==> config.mk <==
export PLATFORM = sky130hd
export DESIGN_NAME = tsm_core
export DESIGN_NICKNAME = d
export VERILOG_FILES = /design/src/design/tsm_pkg.sv /design/src/design/tsm_core.sv
export SDC_FILE = /design/constraint.sdc
export NUM_CORES = 1
export LEC_CHECK = 0
export BUFFER_PORTS_ARGS = -buffer_cell sky130_fd_sc_hd__buf_2
export CAP_MARGIN = 40
export CORE_AREA = 2 2 155 157
export CTS_CLUSTER_DIAMETER = 50
export CTS_CLUSTER_SIZE = 30
export DETAILED_ROUTE_END_ITERATION = 12
export DIE_AREA = 0 0 157 159
export PLACE_DENSITY_LB_ADDON = 0.1
export SLEW_MARGIN = 20
export SYNTH_ARGS = -nofsm -noshare
export SYNTH_HDL_FRONTEND = slang
export SYNTH_SLANG_ARGS = --single-unit
==> constraint.sdc <==
create_clock -name sys_clk -period 10.3 [get_ports sys_clk]
set_input_delay 1.03 -clock sys_clk [delete_from_list [all_inputs] [get_ports sys_clk]]
set_output_delay 1.03 -clock sys_clk [all_outputs]
set_load 0.005 [all_outputs]
==> src/design/tsm_pkg.sv <==
// Constants shared by the temperature sensor serial core
package tsm_pkg;
    // ------------------------------------------------------------
    // Bus address and pointer codes
    // ------------------------------------------------------------
    localparam logic [6:0] SLAVE_ADDR = 7'h4c;
    localparam logic [7:0] RD_LOCAL = 8'h00;
    localparam logic [7:0] RD_REMOTE_HI = 8'h01;
    localparam logic [7:0] RD_STATUS = 8'h02;
    localparam logic [7:0] RD_CONFIG = 8'h03;
    localparam logic [7:0] RD_RATE = 8'h04;
    localparam logic [7:0] RD_LOCAL_HIGH = 8'h05;
    localparam logic [7:0] RD_LOCAL_LOW = 8'h06;
    localparam logic [7:0] RD_REMOTE_HIGH = 8'h07;
    localparam logic [7:0] RD_REMOTE_LOW = 8'h08;
    localparam logic [7:0] RD_REMOTE_LO = 8'h10;
    localparam logic [7:0] WR_CONFIG = 8'h09;
    localparam logic [7:0] WR_RATE = 8'h0a;
    localparam logic [7:0] WR_LOCAL_HIGH = 8'h0b;
    localparam logic [7:0] WR_LOCAL_LOW = 8'h0c;
    localparam logic [7:0] WR_REMOTE_HIGH = 8'h0d;
    localparam logic [7:0] WR_REMOTE_LOW = 8'h0e;
    localparam logic [7:0] RW_REMOTE_CRIT = 8'h19;
    localparam logic [7:0] RW_LOCAL_CRIT = 8'h20;
    localparam logic [7:0] RW_HYST = 8'h21;
    localparam logic [7:0] RW_FILTER = 8'hbf;
    // ------------------------------------------------------------
    // Reset values
    // ------------------------------------------------------------
    localparam logic [7:0] RST_ZERO = 8'h00;
    localparam logic [7:0] RST_RATE = 8'h08;
    localparam logic [7:0] RST_CRIT = 8'h55;
    localparam logic [7:0] RST_HIGH = 8'h46;
    localparam logic [7:0] RST_HYST = 8'h0a;
    // ------------------------------------------------------------
    // Field positions and fault codes
    // ------------------------------------------------------------
    localparam int ST_BUSY = 7;
    localparam int ST_LHIGH = 6;
    localparam int ST_LLOW = 5;
    localparam int ST_RHIGH = 4;
    localparam int ST_RLOW = 3;
    localparam int ST_OPEN = 2;
    localparam int ST_RCRIT = 1;
    localparam int ST_LCRIT = 0;
    localparam int CFG_MASK = 7;
    localparam int CFG_QUEUE = 0;
    localparam int FLT_LSB = 1;
    localparam logic [7:0] ALARM_BITS = 8'h7b;
    localparam logic [7:0] OPEN_CODE = 8'h7f;
    localparam logic [7:0] SHORT_CODE = 8'h80;
    localparam logic [1:0] QUEUE_DEPTH = 2'h3;
    // ------------------------------------------------------------
    // Timing
    // ------------------------------------------------------------
    localparam int CLK_PERIOD_NS = 20;
    localparam int MEAS_TIME_NS = 31_250_000;
    localparam int TIMEOUT_NS = 35_000_000;
    localparam int MEAS_CYCLES = MEAS_TIME_NS / CLK_PERIOD_NS;
    localparam int TIMEOUT_CYCLES =
        (TIMEOUT_NS + CLK_PERIOD_NS - 1) / CLK_PERIOD_NS;
    localparam int CNT_W = 21;
endpackage

==> src/design/tsm_core.sv <==
// Serial slave, registers and result formatting of the temperature sensor
`timescale 1ns/1ps
`default_nettype none
module tsm_core #(
    parameter int MEAS_CYC = tsm_pkg::MEAS_CYCLES,
    parameter int TIMEOUT_CYC = tsm_pkg::TIMEOUT_CYCLES
) (
    input wire logic sys_clk,
    input wire logic rstn,
    input wire logic smbClkIn,
    input wire logic smbDatIn,
    output logic smbDatOut,
    output logic smbDatOeN,
    input wire logic [10:0] remoteSample,
    input wire logic [7:0] localSample,
    input wire logic diodeOpen,
    input wire logic diodeShort,
    output logic alertOut,
    output logic alertOeN,
    output logic critOut,
    output logic critOeN
);
    import tsm_pkg::*;

    if (MEAS_CYC < 2 || MEAS_CYC >= (1 << CNT_W))
        $error("MEAS_CYC out of range");
    if (TIMEOUT_CYC < 2 || TIMEOUT_CYC >= (1 << CNT_W))
        $error("TIMEOUT_CYC out of range");

    typedef enum logic [3:0] {
        S_IDLE, S_ADDR, S_ADDR_ACK, S_CMD, S_CMD_ACK, S_WDATA,
        S_WDATA_ACK, S_RDATA, S_RACK, S_WAIT
    } tsm_state_t;

    // ------------------------------------------------------------
    // Pin synchronisers and bus events
    // ------------------------------------------------------------
    logic [2:0] sclSync;
    logic [2:0] sdaSync;
    always_ff @(posedge sys_clk or negedge rstn)
    begin
        if (!rstn)
        begin
            sclSync <= 3'h7;
            sdaSync <= 3'h7;
        end
        else
        begin
            sclSync <= {sclSync[1:0], smbClkIn};
            sdaSync <= {sdaSync[1:0], smbDatIn};
        end
    end
    wire scl = sclSync[1];
    wire sda = sdaSync[1];
    wire sclRise = sclSync[1] && !sclSync[2];
    wire sclFall = !sclSync[1] && sclSync[2];
    wire startEv = sclSync[1] && sclSync[2] && !sda && sdaSync[2];
    wire stopEv = sclSync[1] && sclSync[2] && sda && !sdaSync[2];

    // ------------------------------------------------------------
    // Registers
    // ------------------------------------------------------------
    tsm_state_t state;
    logic [7:0] shiftReg;
    logic [3:0] bitCnt;
    logic [7:0] pointer;
    logic [7:0] localTemp, remoteHi, remoteLo, status, cfgCtrl;
    logic [7:0] convRate, localHigh, localLow, remoteHigh, remoteLow;
    logic [7:0] remoteCrit, localCrit, hyst, filterCfg;
    logic [CNT_W-1:0] toCnt;
    logic [CNT_W-1:0] measCnt;
    logic [14:0] filt;
    logic [1:0] qCnt [3];
    logic sdaHold;
    logic rackNack;

    // Timeout when a line sits low outside idle
    wire lineLow = !scl || !sda;
    wire timeoutEv = (toCnt == CNT_W'(TIMEOUT_CYC));
    wire addrMatch = (shiftReg[7:1] == SLAVE_ADDR);
    wire lastBit = (bitCnt == 4'h8);

    // Read mux by held pointer; unmapped reads zero
    logic [7:0] rdData;
    always_comb
    begin
        unique case (pointer)
            RD_LOCAL: rdData = localTemp;
            RD_REMOTE_HI: rdData = remoteHi;
            RD_STATUS: rdData = status;
            RD_CONFIG: rdData = cfgCtrl;
            RD_RATE: rdData = convRate;
            RD_LOCAL_HIGH: rdData = localHigh;
            RD_LOCAL_LOW: rdData = localLow;
            RD_REMOTE_HIGH: rdData = remoteHigh;
            RD_REMOTE_LOW: rdData = remoteLow;
            RD_REMOTE_LO: rdData = remoteLo;
            RW_REMOTE_CRIT: rdData = remoteCrit;
            RW_LOCAL_CRIT: rdData = localCrit;
            RW_HYST: rdData = hyst;
            RW_FILTER: rdData = filterCfg;
            default: rdData = RST_ZERO;
        endcase
    end

    wire loadTx = sclFall && ((state == S_ADDR_ACK && shiftReg[0])
        || (state == S_RACK && !rackNack));
    wire statusRead = loadTx && (pointer == RD_STATUS);
    wire writeEv = sclFall && state == S_WDATA_ACK;

    // ------------------------------------------------------------
    // Bus state machine
    // ------------------------------------------------------------
    always_ff @(posedge sys_clk or negedge rstn)
    begin
        if (!rstn)
        begin
            state <= S_IDLE;
            bitCnt <= 4'h0;
            shiftReg <= 8'h00;
            sdaHold <= 1'b0;
            rackNack <= 1'b0;
            toCnt <= '0;
        end
        else
        begin
            toCnt <= (lineLow && state != S_IDLE && !timeoutEv) ?
                toCnt + 1'b1 : '0;
            if (timeoutEv || stopEv)
            begin
                state <= S_IDLE;
                sdaHold <= 1'b0;
            end
            else if (startEv)
            begin
                state <= S_ADDR;
                bitCnt <= 4'h0;
                sdaHold <= 1'b0;
            end
            else if (sclRise)
            begin
                // Master ack or nack both taken
                if (state == S_RACK)
                    rackNack <= sda;
                else if (state inside {S_ADDR, S_CMD, S_WDATA})
                begin
                    shiftReg <= {shiftReg[6:0], sda};
                    bitCnt <= bitCnt + 4'h1;
                end
            end
            else if (sclFall)
            begin
                unique case (state)
                    S_ADDR:
                        if (lastBit)
                        begin
                            state <= addrMatch ? S_ADDR_ACK : S_WAIT;
                            sdaHold <= addrMatch;
                        end
                    S_ADDR_ACK:
                    begin
                        bitCnt <= 4'h0;
                        if (shiftReg[0])
                        begin
                            state <= S_RDATA;
                            shiftReg <= {rdData[6:0], 1'b0};
                            sdaHold <= !rdData[7];
                        end
                        else
                        begin
                            state <= S_CMD;
                            sdaHold <= 1'b0;
                        end
                    end
                    S_CMD:
                        if (lastBit)
                        begin
                            state <= S_CMD_ACK;
                            sdaHold <= 1'b1;
                        end
                    S_CMD_ACK:
                    begin
                        state <= S_WDATA;
                        bitCnt <= 4'h0;
                        sdaHold <= 1'b0;
                    end
                    S_WDATA:
                        if (lastBit)
                        begin
                            state <= S_WDATA_ACK;
                            sdaHold <= 1'b1;
                        end
                    // One data byte only; extra bytes ignored
                    S_WDATA_ACK:
                    begin
                        state <= S_WAIT;
                        sdaHold <= 1'b0;
                    end
                    S_RDATA:
                    begin
                        bitCnt <= bitCnt + 4'h1;
                        if (bitCnt == 4'h7)
                        begin
                            state <= S_RACK;
                            sdaHold <= 1'b0;
                        end
                        else
                        begin
                            sdaHold <= !shiftReg[7];
                            shiftReg <= {shiftReg[6:0], 1'b0};
                        end
                    end
                    S_RACK:
                    begin
                        bitCnt <= 4'h0;
                        if (rackNack)
                            state <= S_WAIT;
                        else
                        begin
                            state <= S_RDATA;
                            shiftReg <= {rdData[6:0], 1'b0};
                            sdaHold <= !rdData[7];
                        end
                    end
                    S_IDLE, S_WAIT: ;
                endcase
            end
        end
    end

    // ------------------------------------------------------------
    // Measurement timing, filter and fault queue
    // ------------------------------------------------------------
    // Fixed measurement cycle length
    wire convEnd = (measCnt == CNT_W'(MEAS_CYC - 1));
    // Filter strength from the filter field
    wire [1:0] fltSel = filterCfg[FLT_LSB+1:FLT_LSB];
    wire [14:0] sampleExt = {remoteSample, 4'h0};
    wire signed [15:0] fltDiff = $signed({sampleExt[14], sampleExt})
        - $signed({filt[14], filt});
    wire signed [15:0] fltStep = (fltSel == 2'h3) ? fltDiff >>> 2 :
        fltDiff >>> 1;
    // Extra fraction bits and rounding keep the mean unbiased
    wire [14:0] next_filt = (fltSel == 2'h0) ? sampleExt :
        15'(filt + fltStep[14:0]);
    wire [15:0] fltRound = {next_filt[14], next_filt} + 16'h0008;
    wire [10:0] remoteVal = fltRound[14:4];
    // Shorted diode forces the low code
    wire [7:0] next_remoteHi = diodeOpen ? OPEN_CODE :
        diodeShort ? SHORT_CODE : remoteVal[10:3];
    wire [7:0] next_remoteLo = (diodeOpen || diodeShort) ? RST_ZERO :
        {remoteVal[2:0], 5'h00};
    wire [2:0] remoteOver = {
        $signed(next_remoteHi) > $signed(remoteHigh),
        $signed(next_remoteHi) < $signed(remoteLow),
        $signed(next_remoteHi) > $signed(remoteCrit)};
    logic [2:0] remoteFlag;
    logic [1:0] next_qCnt [3];
    for (genvar i = 0; i < 3; i++)
    begin : g_queue
        always_comb
        begin
            next_qCnt[i] = remoteOver[i] ? ((qCnt[i] == QUEUE_DEPTH) ?
                QUEUE_DEPTH : qCnt[i] + 2'h1) : 2'h0;
            remoteFlag[i] = cfgCtrl[CFG_QUEUE] ?
                (next_qCnt[i] == QUEUE_DEPTH) : remoteOver[i];
        end
        always_ff @(posedge sys_clk or negedge rstn)
        begin
            if (!rstn)
                qCnt[i] <= 2'h0;
            else if (convEnd)
                qCnt[i] <= next_qCnt[i];
        end
    end
    wire [7:0] convFlags = {1'b0,
        $signed(localSample) > $signed(localHigh),
        $signed(localSample) < $signed(localLow),
        remoteFlag[2], remoteFlag[1], diodeOpen, remoteFlag[0],
        $signed(localSample) > $signed(localCrit)};
    wire [7:0] stickyKeep = statusRead ? RST_ZERO : status;
    wire [7:0] next_status = (stickyKeep | (convEnd ? convFlags : 8'h00))
        & ~(8'h01 << ST_BUSY) | ({7'h00, !convEnd} << ST_BUSY);

    // ------------------------------------------------------------
    // Register file
    // ------------------------------------------------------------
    always_ff @(posedge sys_clk or negedge rstn)
    begin
        if (!rstn)
        begin
            pointer <= RST_ZERO;
            localTemp <= RST_ZERO;
            remoteHi <= RST_ZERO;
            remoteLo <= RST_ZERO;
            status <= RST_ZERO;
            cfgCtrl <= RST_ZERO;
            convRate <= RST_RATE;
            localHigh <= RST_HIGH;
            remoteHigh <= RST_HIGH;
            localLow <= RST_ZERO;
            remoteLow <= RST_ZERO;
            localCrit <= RST_CRIT;
            remoteCrit <= RST_CRIT;
            hyst <= RST_HYST;
            filterCfg <= RST_ZERO;
            measCnt <= '0;
            filt <= 15'h0000;
        end
        else
        begin
            measCnt <= convEnd ? '0 : measCnt + 1'b1;
            // Set by a finishing conversion wins over read clear
            status <= next_status;
            if (sclFall && state == S_CMD_ACK)
                pointer <= shiftReg;
            // Results only change at conversion end
            if (convEnd)
            begin
                localTemp <= localSample;
                remoteHi <= next_remoteHi;
                remoteLo <= next_remoteLo;
                if (!diodeOpen && !diodeShort)
                    filt <= next_filt;
            end
            // Only limits and controls are writable
            if (writeEv)
            begin
                unique case (pointer)
                    WR_CONFIG: cfgCtrl <= shiftReg;
                    WR_RATE: convRate <= shiftReg;
                    WR_LOCAL_HIGH: localHigh <= shiftReg;
                    WR_LOCAL_LOW: localLow <= shiftReg;
                    WR_REMOTE_HIGH: remoteHigh <= shiftReg;
                    WR_REMOTE_LOW: remoteLow <= shiftReg;
                    RW_REMOTE_CRIT: remoteCrit <= shiftReg;
                    RW_LOCAL_CRIT: localCrit <= shiftReg;
                    RW_HYST: hyst <= shiftReg;
                    RW_FILTER: filterCfg <= shiftReg;
                    default: ;
                endcase
            end
        end
    end

    // ------------------------------------------------------------
    // Open-drain outputs
    // ------------------------------------------------------------
    // Open flag excluded from alert sources
    wire alertReq = |(status & ALARM_BITS) && !cfgCtrl[CFG_MASK];
    wire critReq = status[ST_RCRIT] || status[ST_LCRIT];
    always_ff @(posedge sys_clk or negedge rstn)
    begin
        if (!rstn)
        begin
            smbDatOut <= 1'b0;
            smbDatOeN <= 1'b1;
            alertOut <= 1'b0;
            alertOeN <= 1'b1;
            critOut <= 1'b0;
            critOeN <= 1'b1;
        end
        else
        begin
            smbDatOut <= 1'b0;
            smbDatOeN <= !sdaHold;
            alertOut <= 1'b0;
            alertOeN <= !alertReq;
            critOut <= 1'b0;
            critOeN <= !critReq;
        end
    end

    // ------------------------------------------------------------
    // Checks
    // ------------------------------------------------------------
    a_start_expects_addr: assert property (@(posedge sys_clk)
        disable iff (!rstn) startEv && !timeoutEv |=> state == S_ADDR)
        else $error("start did not restart address phase");
    a_timeout_to_idle: assert property (@(posedge sys_clk)
        disable iff (!rstn) timeoutEv |=> state == S_IDLE ##1 smbDatOeN)
        else $error("timeout did not release bus");
    a_ack_only_match: assert property (@(posedge sys_clk)
        disable iff (!rstn) state == S_ADDR_ACK |-> shiftReg[7:1] == 7'h4c)
        else $error("acked a foreign address");
    a_open_forced: assert property (@(posedge sys_clk)
        disable iff (!rstn) convEnd && diodeOpen
        |=> remoteHi == 8'h7f && remoteLo == 8'h00 && status[2])
        else $error("open diode code wrong");
    a_short_forced: assert property (@(posedge sys_clk)
        disable iff (!rstn) convEnd && diodeShort && !diodeOpen
        |=> remoteHi == 8'h80 && !status[2])
        else $error("shorted diode code wrong");
    a_low_byte_pad: assert property (@(posedge sys_clk)
        disable iff (!rstn) remoteLo[4:0] == 5'h00)
        else $error("low byte padding not zero");
    a_open_no_alert: assert property (@(posedge sys_clk)
        disable iff (!rstn) (status & 8'h7b) == 8'h00 |=> alertOeN)
        else $error("alert without alarm bit");
    a_queue_holds: assert property (@(posedge sys_clk)
        disable iff (!rstn) convEnd && cfgCtrl[0] && qCnt[2] == 2'h0
        && !status[4] |=> !status[4])
        else $error("queue raised high flag too early");
    a_status_sticky: assert property (@(posedge sys_clk)
        disable iff (!rstn) status[0] && !statusRead |=> status[0])
        else $error("alarm flag lost without read");
    a_meas_period: assert property (@(posedge sys_clk)
        disable iff (!rstn) convEnd |=> measCnt == '0 ##1 !convEnd)
        else $error("measurement counter did not restart");
endmodule
`default_nettype wire

After elaboration in Yosys (flattened, before gate mapping)
Cells that the tools add are included.
{"block": "word_totals", "ff_bits": 210, "latchBits": 0, "ramBits": 0, "romBits": 0, "inputBits": 25, "out_inout_bits": 6, "wordCells": 228, "mem_count": 0}
{"block": "op_classes", "add_sub_neg": 9, "multipliers": 0, "div_mod_pow": 0, "magnitude_cmp": 6, "n_eq_ne": 53, "shift": 0, "n_mux": 55, "bitwise_logic": 4, "n_reduce_logical": 69}
{"cell": "one-hot mux 8 bit (14 select lines)", "count": 1}
{"cell": "two-way mux 8 bit", "count": 10}
{"cell": "two-way mux 4 bit", "count": 15}
{"cell": "equality test 8 x 4 -> 1 bit, second input constant", "count": 7}
{"cell": "adder 21 x 1 -> 21 bit, second input constant", "count": 2}
{"cell": "equality test 21 bit, second input constant", "count": 2}
{"cell": "two-way mux 21 bit", "count": 2}
{"cell": "equality test 8 x 3 -> 1 bit, second input constant", "count": 4}
{"cell": "> comparator 8 bit", "count": 4}
{"cell": "one-hot mux 4 bit (8 select lines)", "count": 1}
{"cell": "one-hot mux 8 bit (3 select lines)", "count": 1}
{"cell": "AND reduction 2 bit", "count": 11}
{"cell": "equality test 4 x 3 -> 1 bit, second input constant", "count": 5}
{"cell": "logical AND 1 bit", "count": 17}
{"cell": "equality test 8 x 2 -> 1 bit, second input constant", "count": 2}
{"cell": "equality test 8 x 5 -> 1 bit, second input constant", "count": 2}
{"cell": "equality test 8 x 6 -> 1 bit, second input constant", "count": 2}
{"cell": "< comparator 8 bit", "count": 2}
{"cell": "inequality test 4 bit, second input constant", "count": 4}
{"cell": "subtractor 15 x 15 -> 16 bit", "count": 1}
{"cell": "adder 15 bit", "count": 1}
{"cell": "adder 15 x 5 -> 15 bit, second input constant", "count": 1}
{"cell": "logical NOT 1 bit", "count": 15}
{"cell": "two-way mux 15 bit", "count": 1}
{"cell": "42 further kinds", "count": 83}

Depth between registers and ports, before layout
Gate-level depths: netlist (run 1).
{"block": "logic_depth", "depth_word": 14, "mapped_depth": 29, "depth_no_buf": 28}

Least setup slack after synthesis (run 1)
OpenSTA, ideal clock, no wires.
{"block": "synth_timing", "kind": "input port to flip-flop", "startpoint": "input remoteSample[0]", "endpoint": "register qCnt[2] (netlist name)", "setup_ns": 0.083, "t_arrival_ns": 6.074, "required_ns": 10.217, "path_slack_ns": 4.144, "path_stages": 25, "n_path_buf": 1, "cell_sequence": "ha_1 > and4b_1 > a221o_1 > nor2_1 > o21bai_1 > a21oi_1 > xnor2_1 > nand2_1 > o21ai_0 > ha_1 > buf_2 > or4b_1 > nor3_2 > o311ai_1 > o31ai_2 > or4b_4 > nor3_2 > xnor2_1 > o21bai_1 > ha_1 > a211oi_1 > nand3_1 > o41ai_1 > nand2_1 > o21ai_0"}
{"block": "synth_between", "elab_chain_len": 9}
{"element": "start: declaration", "line_no": "tsm_core.sv:14", "text": "input wire logic [10:0] remoteSample,"}
{"element": "subtractor 15 x 15 -> 16 bit", "line_no": "tsm_core.sv:240", "text": "- $signed({filt[14], filt});"}
{"element": "two-way mux 14 bit", "line_no": "tsm_core.sv:241", "text": "wire signed [15:0] fltStep = (fltSel == 2'h3) ? fltDiff >>> 2 :"}
{"element": "adder 15 bit", "line_no": "tsm_core.sv:245", "text": "15'(filt + fltStep[14:0]);"}
{"element": "two-way mux 15 bit *", "line_no": "tsm_core.sv:244", "text": "wire [14:0] next_filt = (fltSel == 2'h0) ? sampleExt :"}
{"element": "adder 15 x 5 -> 15 bit *", "line_no": "tsm_core.sv:246", "text": "wire [15:0] fltRound = {next_filt[14], next_filt} + 16'h0008;"}
{"element": "two-way mux 8 bit *", "line_no": "tsm_core.sv:250", "text": "diodeShort ? SHORT_CODE : remoteVal[10:3];"}
{"element": "two-way mux 8 bit *", "line_no": "tsm_core.sv:249", "text": "wire [7:0] next_remoteHi = diodeOpen ? OPEN_CODE :"}
{"element": "via next_remoteHi[6]", "line_no": "tsm_core.sv:249"}
{"element": "< comparator 8 bit *", "line_no": "tsm_core.sv:255", "text": "$signed(next_remoteHi) < $signed(remoteLow),"}
{"element": "two-way mux 2 bit *", "line_no": "tsm_core.sv:263", "text": "next_qCnt[i] = remoteOver[i] ? ((qCnt[i] == QUEUE_DEPTH) ?"}
{"element": "end signal: indexed assignment", "line_no": "tsm_core.sv:273", "text": "qCnt[i] <= next_qCnt[i];"}
{"element": "end: declaration", "line_no": "tsm_core.sv:73", "text": "logic [1:0] qCnt [3];"}
Mark *: on every way through the listed nets, which the timed path passes. The rest lies on a longest branch.
A chain may end at the register's enable or synchronous reset.

Final worst setup path (run 1)
{"block": "layout_timing", "startpoint": "input remoteSample[0]", "endpoint": "register status[3]"}
{"block": "layout_between", "elab_chain_len": 14}
{"element": "subtractor 15 x 15 -> 16 bit", "line_no": "tsm_core.sv:240"}
{"element": "two-way mux 14 bit", "line_no": "tsm_core.sv:241"}
{"element": "adder 15 bit", "line_no": "tsm_core.sv:245"}
{"element": "two-way mux 15 bit *", "line_no": "tsm_core.sv:244"}
{"element": "adder 15 x 5 -> 15 bit *", "line_no": "tsm_core.sv:246"}
{"element": "two-way mux 8 bit *", "line_no": "tsm_core.sv:250"}
{"element": "two-way mux 8 bit *", "line_no": "tsm_core.sv:249"}
{"element": "via next_remoteHi[5]", "line_no": "tsm_core.sv:249"}
{"element": "< comparator 8 bit *", "line_no": "tsm_core.sv:255"}
{"element": "two-way mux 2 bit", "line_no": "tsm_core.sv:263"}
{"element": "equality test 2 bit", "line_no": "tsm_core.sv:266", "text": "(next_qCnt[i] == QUEUE_DEPTH) : remoteOver[i];"}
{"element": "two-way mux 1 bit *", "line_no": "tsm_core.sv:265", "text": "remoteFlag[i] = cfgCtrl[CFG_QUEUE] ?"}
{"element": "two-way mux 7 bit *", "line_no": "tsm_core.sv:282", "text": "wire [7:0] next_status = (stickyKeep | (convEnd ? convFlags : 8'h00))"}
{"element": "OR 7 bit *", "line_no": "tsm_core.sv:282"}
{"element": "OR 7 x 8 -> 8 bit *", "line_no": "tsm_core.sv:283", "text": "& ~(8'h01 << ST_BUSY) | ({7'h00, !convEnd} << ST_BUSY);"}
{"element": "via next_status[3]", "line_no": "tsm_core.sv:282"}
{"element": "end signal: assignment", "line_no": "tsm_core.sv:314", "text": "status <= next_status;"}
{"element": "end: declaration", "line_no": "tsm_core.sv:67", "text": "logic [7:0] localTemp, remoteHi, remoteLo, status, cfgCtrl;"}
Marks and branches as above.

==> flow_metrics.py, run 1 <==
metrics = {
    "status": {
        "status": "complete, no violations",
    },
    "floorplan": {
        "die_height_um": 159,
        "die-area_sq_um": 24960,
        "rows": 56,
        "io_pins": 31,
        "core_sq_um": 23190,
        "die_w_um": 157,
        "start_util_pct": 54.19,
    },
    "pwr": {
        "clkPwrFrac_pct": 37.3,
        "power.share.sequential_pct": 37.2,
        "vdd_drop_max_mv": 0.1517,
        "switching_share_pct": 35.24,
        "p_per_area_nw_per_um2": 191.5,
        "p_int_mw": 1.746,
        "p_sw_uw": 950.4,
        "leakage_nw": 6.202,
        "combPwrFrac_pct": 25.5,
        "p_total_mw": 2.697,
    },
    "drt": {
        "drtPass1Iterations": 6,
        "viasPerCell": 5.918,
        "vias": 9971,
        "met3_length_mm": 1.362,
        "avgRoutedWirePerCell_um": 18.97,
        "drt_iter0_drc": 765,
        "finalWirelength_mm": 31.97,
        "drt-met1-wl_mm": 14.52,
        "postRouteAntennaNets": 0,
        "top_layer_used": "met4",
        "dr_wl_met2_mm": 15.15,
        "drc": 0,
    },
    "finish": {
        "fin_util_pct": 60.71,
        "antenna_cells": 0,
        "reg.largest.list": "measCnt (21), toCnt (21), filt (15)",
        "drive_above_1_share_pct": 17.13,
        "fill_cells": 1994,
        "final_net_count": 1452,
        "area_growth_pct": 12.03,
    },
    "worst_setup_path": {
        "critPathLaunch": "remoteSample[0]",
        "worstPathArrival_ns": 7.13,
        "start_kind": "input port",
        "cp_data_required_time_ns": 10.76,
        "crit_path_end_kind": "register",
        "critical_path.max_stage_delay_ns": 0.53,
        "path_class": "in -> reg",
        "slowest_stage": "a31oi_1",
        "worstPathMaxFanout": 7,
        "rrSetupSlack_ns": 3.82,
        "r2r-start": "filt[4]$_DFFE_PN0P_",
    },
    "grt": {
        "antenna_found_initial": 0,
        "grt_usage_pct": 26.19,
        "grt_max_degree": 87,
        "grt_pass1_vias": 9839,
        "grt_pass1_wl_mm": 52.20,
        "gr-total-overflow": 0,
    },
    "job": {
        "max-cap-violations": 0,
    },
    "yosys": {
        "synth-edff-count": 0,
        "synthTopCellsByArea": "dfrtp_1 36%, ha_1 8.2%, mux2_2 7.7%, dfstp_2 5.4%, nand2_1 3.9%",
        "synth.avg_cell_area_sq_um": 9.565,
        "synthCells": 1314,
        "synthTopCellsByCount": "179 x dfrtp_1, 129 x nand2_1, 115 x nor2_1",
        "synth_top_area_share_pct": 35.64,
        "syn-cell-area_sq_um": 12570,
        "synth-seq-cells": 205,
        "async_reset_ff_share_pct": 100.0,
        "yosys.area.top_type": "dfrtp_1",
        "synth_cell_types": 82,
        "synth_most_common_cell": "dfrtp_1",
        "yosys_warnings": 0,
        "ys.flop_type": "dfrtp_1",
        "ys_seq_area_share_pct": 41.08,
    },
    "sta": {
        "slew_headroom_pct": 47.45,
        "worst_hold_slack_ns": 0.3555,
        "tightest_slew_ns": 0.7822,
        "slew_violations": 0,
        "rsz0062_at_grt": "false",
        "setup_violations": 0,
        "final.setup_skew_ns": 0.02550,
        "fin_crit_sh_pct": 64.79,
        "hold_viol_final": 0,
        "timing.fmax_mhz": 149.8,
        "min_period_ns": 6.674,
        "setup_tns_ns": 0,
    },
    "clocking": {
        "postCtsSetupBuffers": 0,
        "cts-buffers-inserted": 29,
        "h-tree-depth": 1,
        "cts.path.max_buffers": 3,
        "clock_sinks": 205,
        "cts.clk_slew.worst_paths_ns": 0.06,
        "cts_resized": 0,
        "cts_hold_buf": 0,
        "clk_latency_ns": 0.56,
        "root_buffer": "clkbuf_16",
        "tritoncts": "done",
    },
    "hold_path": {
        "hp-class": "reg -> reg",
        "min-delay-start": "sclSync[0]$_DFF_PN1_",
    },
    "place": {
        "gp_congestion": 0.9267,
        "port_buffers": 27,
        "place_hpwl_mm": 23.55,
    },
}
==> final cells by class <==
class	count	area, sq um	area share [%]
clock inverter	18	219.0	1.555
tap	319	399.1	2.835
timing repair buffer	43	311.5	2.213
clock buffer	35	758.2	5.385
sequential	205	5162	36.67
multi-input combinational	977	6899	49.00
inverter	88	330.3	2.346
==> cell usage in the layout (no fill, tap or decap), types with 6 or more instances in the layout <==
| master | instances |
|---|---|
| a21oi_1 | 62 |
| a22o_1 | 6 |
| o31ai_1 | 11 |
| buf_4 | 13 |
| buf_2 | 26 |
| nand4_1 | 20 |
| o21a_1 | 16 |
| nand3_1 | 33 |
| o211ai_1 | 6 |
| dfrtp_1 | 179 |
| o21ai_0 | 85 |
| a221oi_1 | 8 |
| a31oi_1 | 14 |
| inv_1 | 88 |
| xnor2_1 | 33 |
| mux2_2 | 86 |
| clkbuf_16 | 29 |
| nor2b_1 | 27 |
| or3_1 | 6 |
| a211oi_1 | 7 |
| a21o_1 | 14 |
| nand2_1 | 129 |
| ha_1 | 82 |
| nand2b_1 | 14 |
| o21bai_1 | 11 |
| dfstp_2 | 26 |
| nor2_1 | 115 |
| a222oi_1 | 7 |
| nor4_1 | 8 |
| nor3_1 | 18 |
| nand3b_1 | 6 |
| a22oi_1 | 11 |
| mux4_2 | 8 |
| xor2_1 | 28 |
| and3_1 | 8 |
==> power groups by stage <==
| stage | Combinational [mW] | Clock, mW | Sequential (mW) |
|---|---|---|---|
| after floorplan | 0.553 | 0 | 0.923 |
| after global placement | 0.673 | 0 | 1.02 |
| after detailed placement | 0.681 | 0 | 1.01 |
| after CTS | 0.685 | 1.02 | 0.999 |
| after global routing | 0.768 | 1.06 | 1.02 |
| final | 0.687 | 1.01 | 1.00 |
==> cell families after synthesis <==
family / Yosys count / synth area share [%]
AOI/OAI and AO/OA: 301 / 15.50
xor gates and xnor gates: 61 / 4.251
adders and majority gates: 83 / 8.323
buffers and inverters: 134 / 4.191
DFF: 205 / 41.08
muxes: 99 / 9.577
other: 1 / 0.02984
and+or+nand+nor: 430 / 17.05
==> stage by stage <==
stage	area, sq um	instances	worst slack (ns)
after floorplan	12580	1316	4.144
after global placement	13020	1627	3.264
after detailed placement	13080	1631	3.115
after CTS	14050	1684	3.668
after global routing	14080	1685	2.955
final	14080	1685	3.626
==> metal layers <==
layer,vias to the layer above,GRT usage (%)
met1,4877,36.51
met5,-,0
met4,0,7.173
met2,241,43.24
met3,61,3.239
li1,4792,-
==> final timing paths <==
kind	endpoint	cells after the start
setup / recovery	status[3]$_DFF_PN0_	25
hold / removal	sclSync[1]$_DFF_PN1_	0
setup reg to reg	status[3]$_DFF_PN0_	25
hold reg to reg	sclSync[1]$_DFF_PN1_	0
max in group asynchronous	remoteHi[1]$_DFFE_PN0N_	4
min in group asynchronous	localHigh[3]$_DFFE_PN0P_	1
==> critical path, delay by kind of cell <==
| kind | cells | cell delay, ns |
|---|---|---|
| and+or+nand+nor | 6 | 0.96 |
| buffers and inverters | 1 | 0.11 |
| adders and majority gates | 3 | 1.10 |
| xor gates and xnor gates | 2 | 0.36 |
| AOI/OAI and AO/OA | 13 | 3.56 |
Power figures use the tool's default switching activity.
==> run 2: changes to the inputs <==
==> constraint.sdc (replaced) <==
create_clock -name sys_clk -period 5.7 [get_ports sys_clk]
set_input_delay 0.57 -clock sys_clk [delete_from_list [all_inputs] [get_ports sys_clk]]
set_output_delay 0.57 -clock sys_clk [all_outputs]
set_load 0.005 [all_outputs]
==> run 2 against run 1 <==
  * Non-clock buffer count is 91 higher
  * Total power is 85% higher
  * Sequential share of layout area is 2.2 points lower
  * Clock-buffer cell count is 4 lower
  * Cell area is 6.2% higher
  * Via count is 2.9% higher
  * Largest cell class unchanged
  * Critical path depth stayed put
  * Highest routed layer unchanged
  * First-iteration DRC count is 12% lower
  * Wire length is 2.0% higher
  * Combinational power is 100% higher
  * Global-route usage is 0.21 points higher
==> flow_metrics.py, run 2 (synthesized netlist as in run 1, its figures left out) <==
metrics = {
    "sta": {
        "final.setup_skew_ns": 0.01809,
        "min_period_ns": 5.644,
        "setup_violations": 0,
        "fin_crit_sh_pct": 99.02,
        "tightest_slew_ns": 0.7276,
        "setup_tns_ns": 0,
        "hold_viol_final": 0,
        "slew_headroom_pct": 51.31,
        "timing.fmax_mhz": 177.2,
        "rsz0062_at_grt": "true",
        "slew_violations": 0,
    },
    "floorplan": {
        "io_pins": 31,
        "die-area_sq_um": 24960,
        "core_sq_um": 23190,
        "rows": 56,
        "start_util_pct": 54.19,
        "die_w_um": 157,
        "die_height_um": 159,
    },
    "clocking": {
        "cts.path.max_buffers": 3,
        "h-tree-depth": 1,
        "root_buffer": "clkbuf_16",
        "cts.clk_slew.worst_paths_ns": 0.06,
        "clock_sinks": 205,
        "clk_latency_ns": 0.55,
        "cts-buffers-inserted": 28,
        "tritoncts": "done",
    },
    "finish": {
        "fill_cells": 1935,
        "final_net_count": 1542,
        "area_growth_pct": 19.02,
        "layout_common_cells": "179 x dfrtp_1, 129 x nand2_1, 114 x nor2_1, 99 x buf_4, 86 x mux2_2",
        "layout_commonest_cell": "dfrtp_1",
        "antenna_cells": 0,
        "drive_above_1_share_pct": 25.07,
        "instances_no_fill": 1775,
        "reg.largest.list": "measCnt (21), toCnt (21), filt (15)",
    },
    "pwr": {
        "clkPwrFrac_pct": 35.9,
        "power.share.sequential_pct": 36.4,
        "p_int_mw": 3.193,
        "p_per_area_nw_per_um2": 332.7,
        "p_sw_mw": 1.784,
        "switching_share_pct": 35.84,
        "vdd_drop_max_mv": 0.2144,
        "combPwrFrac_pct": 27.7,
        "leakage_nw": 6.657,
    },
    "place": {
        "dp.cells": 1705,
        "port_buffers": 27,
        "place_hpwl_mm": 23.34,
        "gp_congestion": 0.9792,
    },
    "worst_setup_path": {
        "worstPathMaxFanout": 3,
        "path_class": "reg -> reg",
        "crit_path_end_kind": "register",
        "reg2reg_to": "status[3]$_DFF_PN0_",
        "crit_end": "status[3]$_DFF_PN0_",
        "reg2reg_depth": 25,
        "critPathLaunch": "filt[4]$_DFFE_PN0P_",
        "worstPathArrival_ns": 6.11,
        "rrSetupSlack_ns": 0.06,
        "start_kind": "register",
        "r2r-start": "filt[4]$_DFFE_PN0P_",
        "cp_data_required_time_ns": 6.17,
    },
    "grt": {
        "grt_usage_pct": 26.40,
        "antenna_found_initial": 0,
        "grt_pass1_vias": 10032,
        "grt_max_degree": 110,
        "gr-total-overflow": 0,
        "grt_pass1_wl_mm": 52.98,
    },
    "drt": {
        "drc": 0,
        "drtPass1Iterations": 5,
        "drt_iter0_drc": 677,
        "viasPerCell": 5.778,
        "avgRoutedWirePerCell_um": 18.37,
        "vias": 10256,
        "finalWirelength_mm": 32.61,
        "postRouteAntennaNets": 0,
    },
    "job": {
        "max-cap-violations": 0,
    },
    "status": {
        "status": "complete, no violations",
    },
    "hold_path": {
        "min-delay-start": "smbClkIn",
        "hp-class": "in -> reg",
    },
}
[run 2: critical path, cell delays in order, from the launching register on]
cell and delay, ns:
dfrtp_1 0.38, inv_2 0.09, ha_4 0.21, and4b_1 0.20, a221o_1 0.32, nor2_2 0.13
o21bai_1 0.08, a21oi_2 0.16, xnor2_1 0.10, nand2_1 0.07, o21ai_1 0.06, ha_1 0.30
or4b_4 0.48, nor3_4 0.24, o311ai_2 0.13, o31ai_2 0.34, or4b_4 0.54, nor3_4 0.13
xnor2_1 0.16, o21bai_1 0.13, ha_1 0.34, a211oi_2 0.25, nand3_1 0.13, o41ai_2 0.34
nand2_1 0.12, o21ai_1 0.15
[run 2: worst min path at each step]
stage / cells past startpoint / endpoint
after floorplan: 0 / bitCnt[0]$_DFFE_PN0P_
after global placement: 0 / sclSync[1]$_DFF_PN1_
after detailed placement: 0 / sdaSync[1]$_DFF_PN1_
after CTS: 1 / sclSync[0]$_DFF_PN1_
after global routing: 1 / sclSync[0]$_DFF_PN1_
final: 1 / sclSync[0]$_DFF_PN1_
[run 2: repair_timing]
action	in CTS	in global routing
cloned	0	0
hold endpoints to repair	0	30
pin swaps	1	31
setup endpoints to repair	9	9
hold buffers	0	1
setup buffers	0	16
gates resized for setup	4	50
[run 2: power groups by stage]
stage                     sequential (mW)  combinational (mW)  clock (mW)
after floorplan                      1.67                1.00           0
after global placement               1.83                1.30           0
after detailed placement             1.83                1.31           0
after CTS                            1.80                1.32        1.82
after global routing                 1.84                1.52        1.87
final                                1.81                1.38        1.79
[run 2: final cells by class]
cell class	instances	area, sq um	share of cell area [%]
clock inverter	21	231.5	1.547
tap	319	399.1	2.668
inverter	88	330.3	2.208
multi-input combinational	977	7112	47.54
clock buffer	31	732.0	4.893
sequential	205	5162	34.51
timing repair buffer	134	992.2	6.633
[run 2: stage by stage]
step                total power, mW  setup WS, ns  instance area, sq um  utilization (%)  hold WS [ns]
CTS                           4.949       0.02631                 14600            62.96       0.09836
floorplan                     2.667      0.003873                 12580                -        0.2744
detailed placement            3.143       -0.3829                 13620            58.74        0.3468
global placement              3.130       -0.3312                 13590            58.61        0.3458
finish                        4.977       0.05589                 14960            64.50        0.1117
global route                  5.231       -0.3409                 14960            64.50        0.1128
[run 2: metal layers]
layer  vias to the layer above  track usage (%)  wire length (um)
li1                       4964                -                 -
met1                      4979            36.30             14610
met2                       251            43.20             15370
met3                        62            3.947              1596
met4                         0            8.132              1033
met5                         -                0                 0
==> run 3: changes to the inputs <==
--- a/config.mk
+++ b/config.mk
@@ -13,6 +13,7 @@
 export DETAILED_ROUTE_END_ITERATION = 12
 export DIE_AREA = 0 0 157 159
 export PLACE_DENSITY_LB_ADDON = 0.1
+export SETUP_SLACK_MARGIN = 0.2
 export SLEW_MARGIN = 20
 export SYNTH_ARGS = -nofsm -noshare
 export SYNTH_HDL_FRONTEND = slang
==> run 3 against run 2 <==
  * Hold slack gained 0.0015 ns
  * Critical path depth is 1 lower
  * Die area did not move
==> flow_metrics.py, run 3 (synthesized netlist as in run 1, its figures left out) <==
metrics = {
    "sta": {
        "min_period_ns": 5.681,
        "fin_crit_sh_pct": 99.67,
        "setup_tns_ns": 0,
        "rsz0062_at_grt": "true",
        "slew_headroom_pct": 36.81,
        "setup_violations": 0,
        "timing.fmax_mhz": 176.0,
        "slew_violations": 0,
        "tightest_slew_ns": 0.9478,
        "final.setup_skew_ns": 0.01161,
        "hold_viol_final": 0,
    },
    "finish": {
        "final_net_count": 1535,
        "area_growth_pct": 18.05,
        "layout_common_cells": "179 x dfrtp_1, 129 x nand2_1, 113 x nor2_1, 96 x buf_4, 86 x mux2_2",
        "drive_above_1_share_pct": 24.10,
        "reg.largest.list": "measCnt (21), toCnt (21), filt (15)",
        "antenna_cells": 0,
        "fill_cells": 1918,
        "layout_commonest_cell": "dfrtp_1",
        "instances_no_fill": 1767,
        "fin_util_pct": 63.97,
    },
    "place": {
        "place_hpwl_mm": 23.71,
        "port_buffers": 27,
        "dp.cells": 1704,
        "gp_congestion": 0.9385,
    },
    "pwr": {
        "leakage_nw": 6.611,
        "p_total_mw": 4.966,
        "p_per_area_nw_per_um2": 334.7,
        "vdd_drop_max_mv": 0.2873,
    },
    "worst_setup_path": {
        "worstPathMaxFanout": 4,
        "crit_path_end_kind": "register",
        "worstPathArrival_ns": 6.15,
        "start_kind": "register",
        "path_class": "reg -> reg",
        "cp_data_required_time_ns": 6.17,
    },
    "floorplan": {
        "die_w_um": 157,
        "die-area_sq_um": 24960,
        "start_util_pct": 54.19,
        "core_sq_um": 23190,
        "rows": 56,
        "io_pins": 31,
        "die_height_um": 159,
    },
    "drt": {
        "drt_iter0_drc": 815,
        "postRouteAntennaNets": 0,
        "drc": 0,
        "viasPerCell": 5.821,
        "finalWirelength_mm": 33.15,
        "avgRoutedWirePerCell_um": 18.76,
        "drtPass1Iterations": 8,
        "vias": 10286,
    },
    "job": {
        "max-cap-violations": 0,
    },
    "clocking": {
        "cts.clk_slew.worst_paths_ns": 0.06,
        "h-tree-depth": 1,
        "tritoncts": "done",
        "cts-buffers-inserted": 27,
        "root_buffer": "clkbuf_16",
        "clk_latency_ns": 0.55,
        "cts.path.max_buffers": 3,
        "clock_sinks": 205,
    },
    "grt": {
        "antenna_found_initial": 0,
        "grt_usage_pct": 27.06,
        "gr-total-overflow": 0,
        "grt_pass1_vias": 10255,
        "grt_max_degree": 158,
        "grt_pass1_wl_mm": 54.24,
    },
    "hold_path": {
        "hp-class": "in -> reg",
    },
    "status": {
        "status": "complete, no violations",
    },
}
run 3: cell count changes in the layout (fill, tap and decap cells not counted), sizes merged:
cell	change
inv	-7
bufinv	+2
buf	-6
clkinv	+3
run 3: area by class of cell:
type	instances	area [sq um]	share of cell area, %
Timing Repair Buffer	128	909.6	6.131
Clock inverter	19	250.2	1.687
Multi-Input combinational cell	977	7074	47.68
Tap cell	319	399.1	2.690
Clock buffer	31	710.7	4.790
Inverter	88	330.3	2.226
Sequential cell	205	5162	34.80
run 3: critical path: stages, from the launching register on:
cell and delay [ns]:
dfrtp_1 0.40, inv_2 0.09, ha_4 0.21, nor4bb_4 0.14
o21ai_1 0.22, a21oi_2 0.10, or2_4 0.25, a221o_1 0.34
nor2_1 0.13, xor2_1 0.19, o21ai_0 0.11, ha_1 0.30
o21a_1 0.15, a32o_1 0.26, o31a_1 0.31, or4b_4 0.56
nor3_4 0.23, xnor2_2 0.15, o21bai_2 0.11, ha_1 0.33
a211oi_2 0.25, nand3_1 0.14, o41ai_2 0.34, nand2_1 0.12
o21ai_1 0.17
run 3: final timing paths:
path                                      start                        to  slack [ns]  cells past startpoint
min reg2reg                sclSync[0]$_DFF_PN1_      sclSync[1]$_DFF_PN1_        0.36                      0
min                                    smbClkIn      sclSync[0]$_DFF_PN1_        0.11                      1
max in group asynchronous                  rstn     measCnt[15]$_DFF_PN0_        3.95                      3
max reg2reg                 filt[4]$_DFFE_PN0P_       status[3]$_DFF_PN0_        0.02                     24
max                         filt[4]$_DFFE_PN0P_       status[3]$_DFF_PN0_        0.02                     24
min in group asynchronous                  rstn  localHigh[4]$_DFFE_PN0P_        0.54                      2
run 3: layer usage:
metal,GRT usage (%),routed length [um],vias to the layer above
met2,44.22,15750,235
met1,37.21,14850,5047
met5,0,0,-
li1,-,-,4936
met4,9.008,994,0
met3,3.647,1558,68
run 3: stage by stage:
step	setup slack, ns	cell area, sq um	hold slack [ns]
4_1_cts	0.1566	14680	0.09290
3_3_place_gp	-0.1855	13620	0.3456
6_report	0.01908	14840	0.1131
5_1_grt	-0.3275	14840	0.09940
2_1_floorplan	0.2326	12610	0.2744
3_5_place_dp	-0.2653	13630	0.3489
run 3: power by group:
| part | leakage, nW | internal [mW] | total [mW] | switching, mW |
|---|---|---|---|---|
| Combinational | 3.59 | 0.568 | 1.35 | 0.783 |
| Sequential | 2.56 | 1.56 | 1.82 | 0.255 |
| Clock | 0.466 | 1.09 | 1.80 | 0.705 |
| Total | 6.61 | 3.22 | 4.97 | 1.74 |
run 3: what timing repair did:
action                                  in CTS  in global routing
hold buffers                                 1                  0
hold endpoints to repair                    42                  0
endpoints found under the setup margin       8                  9
setup buffers                                5                  6
resized for setup                           14                 26
pin swaps                                    8                 24
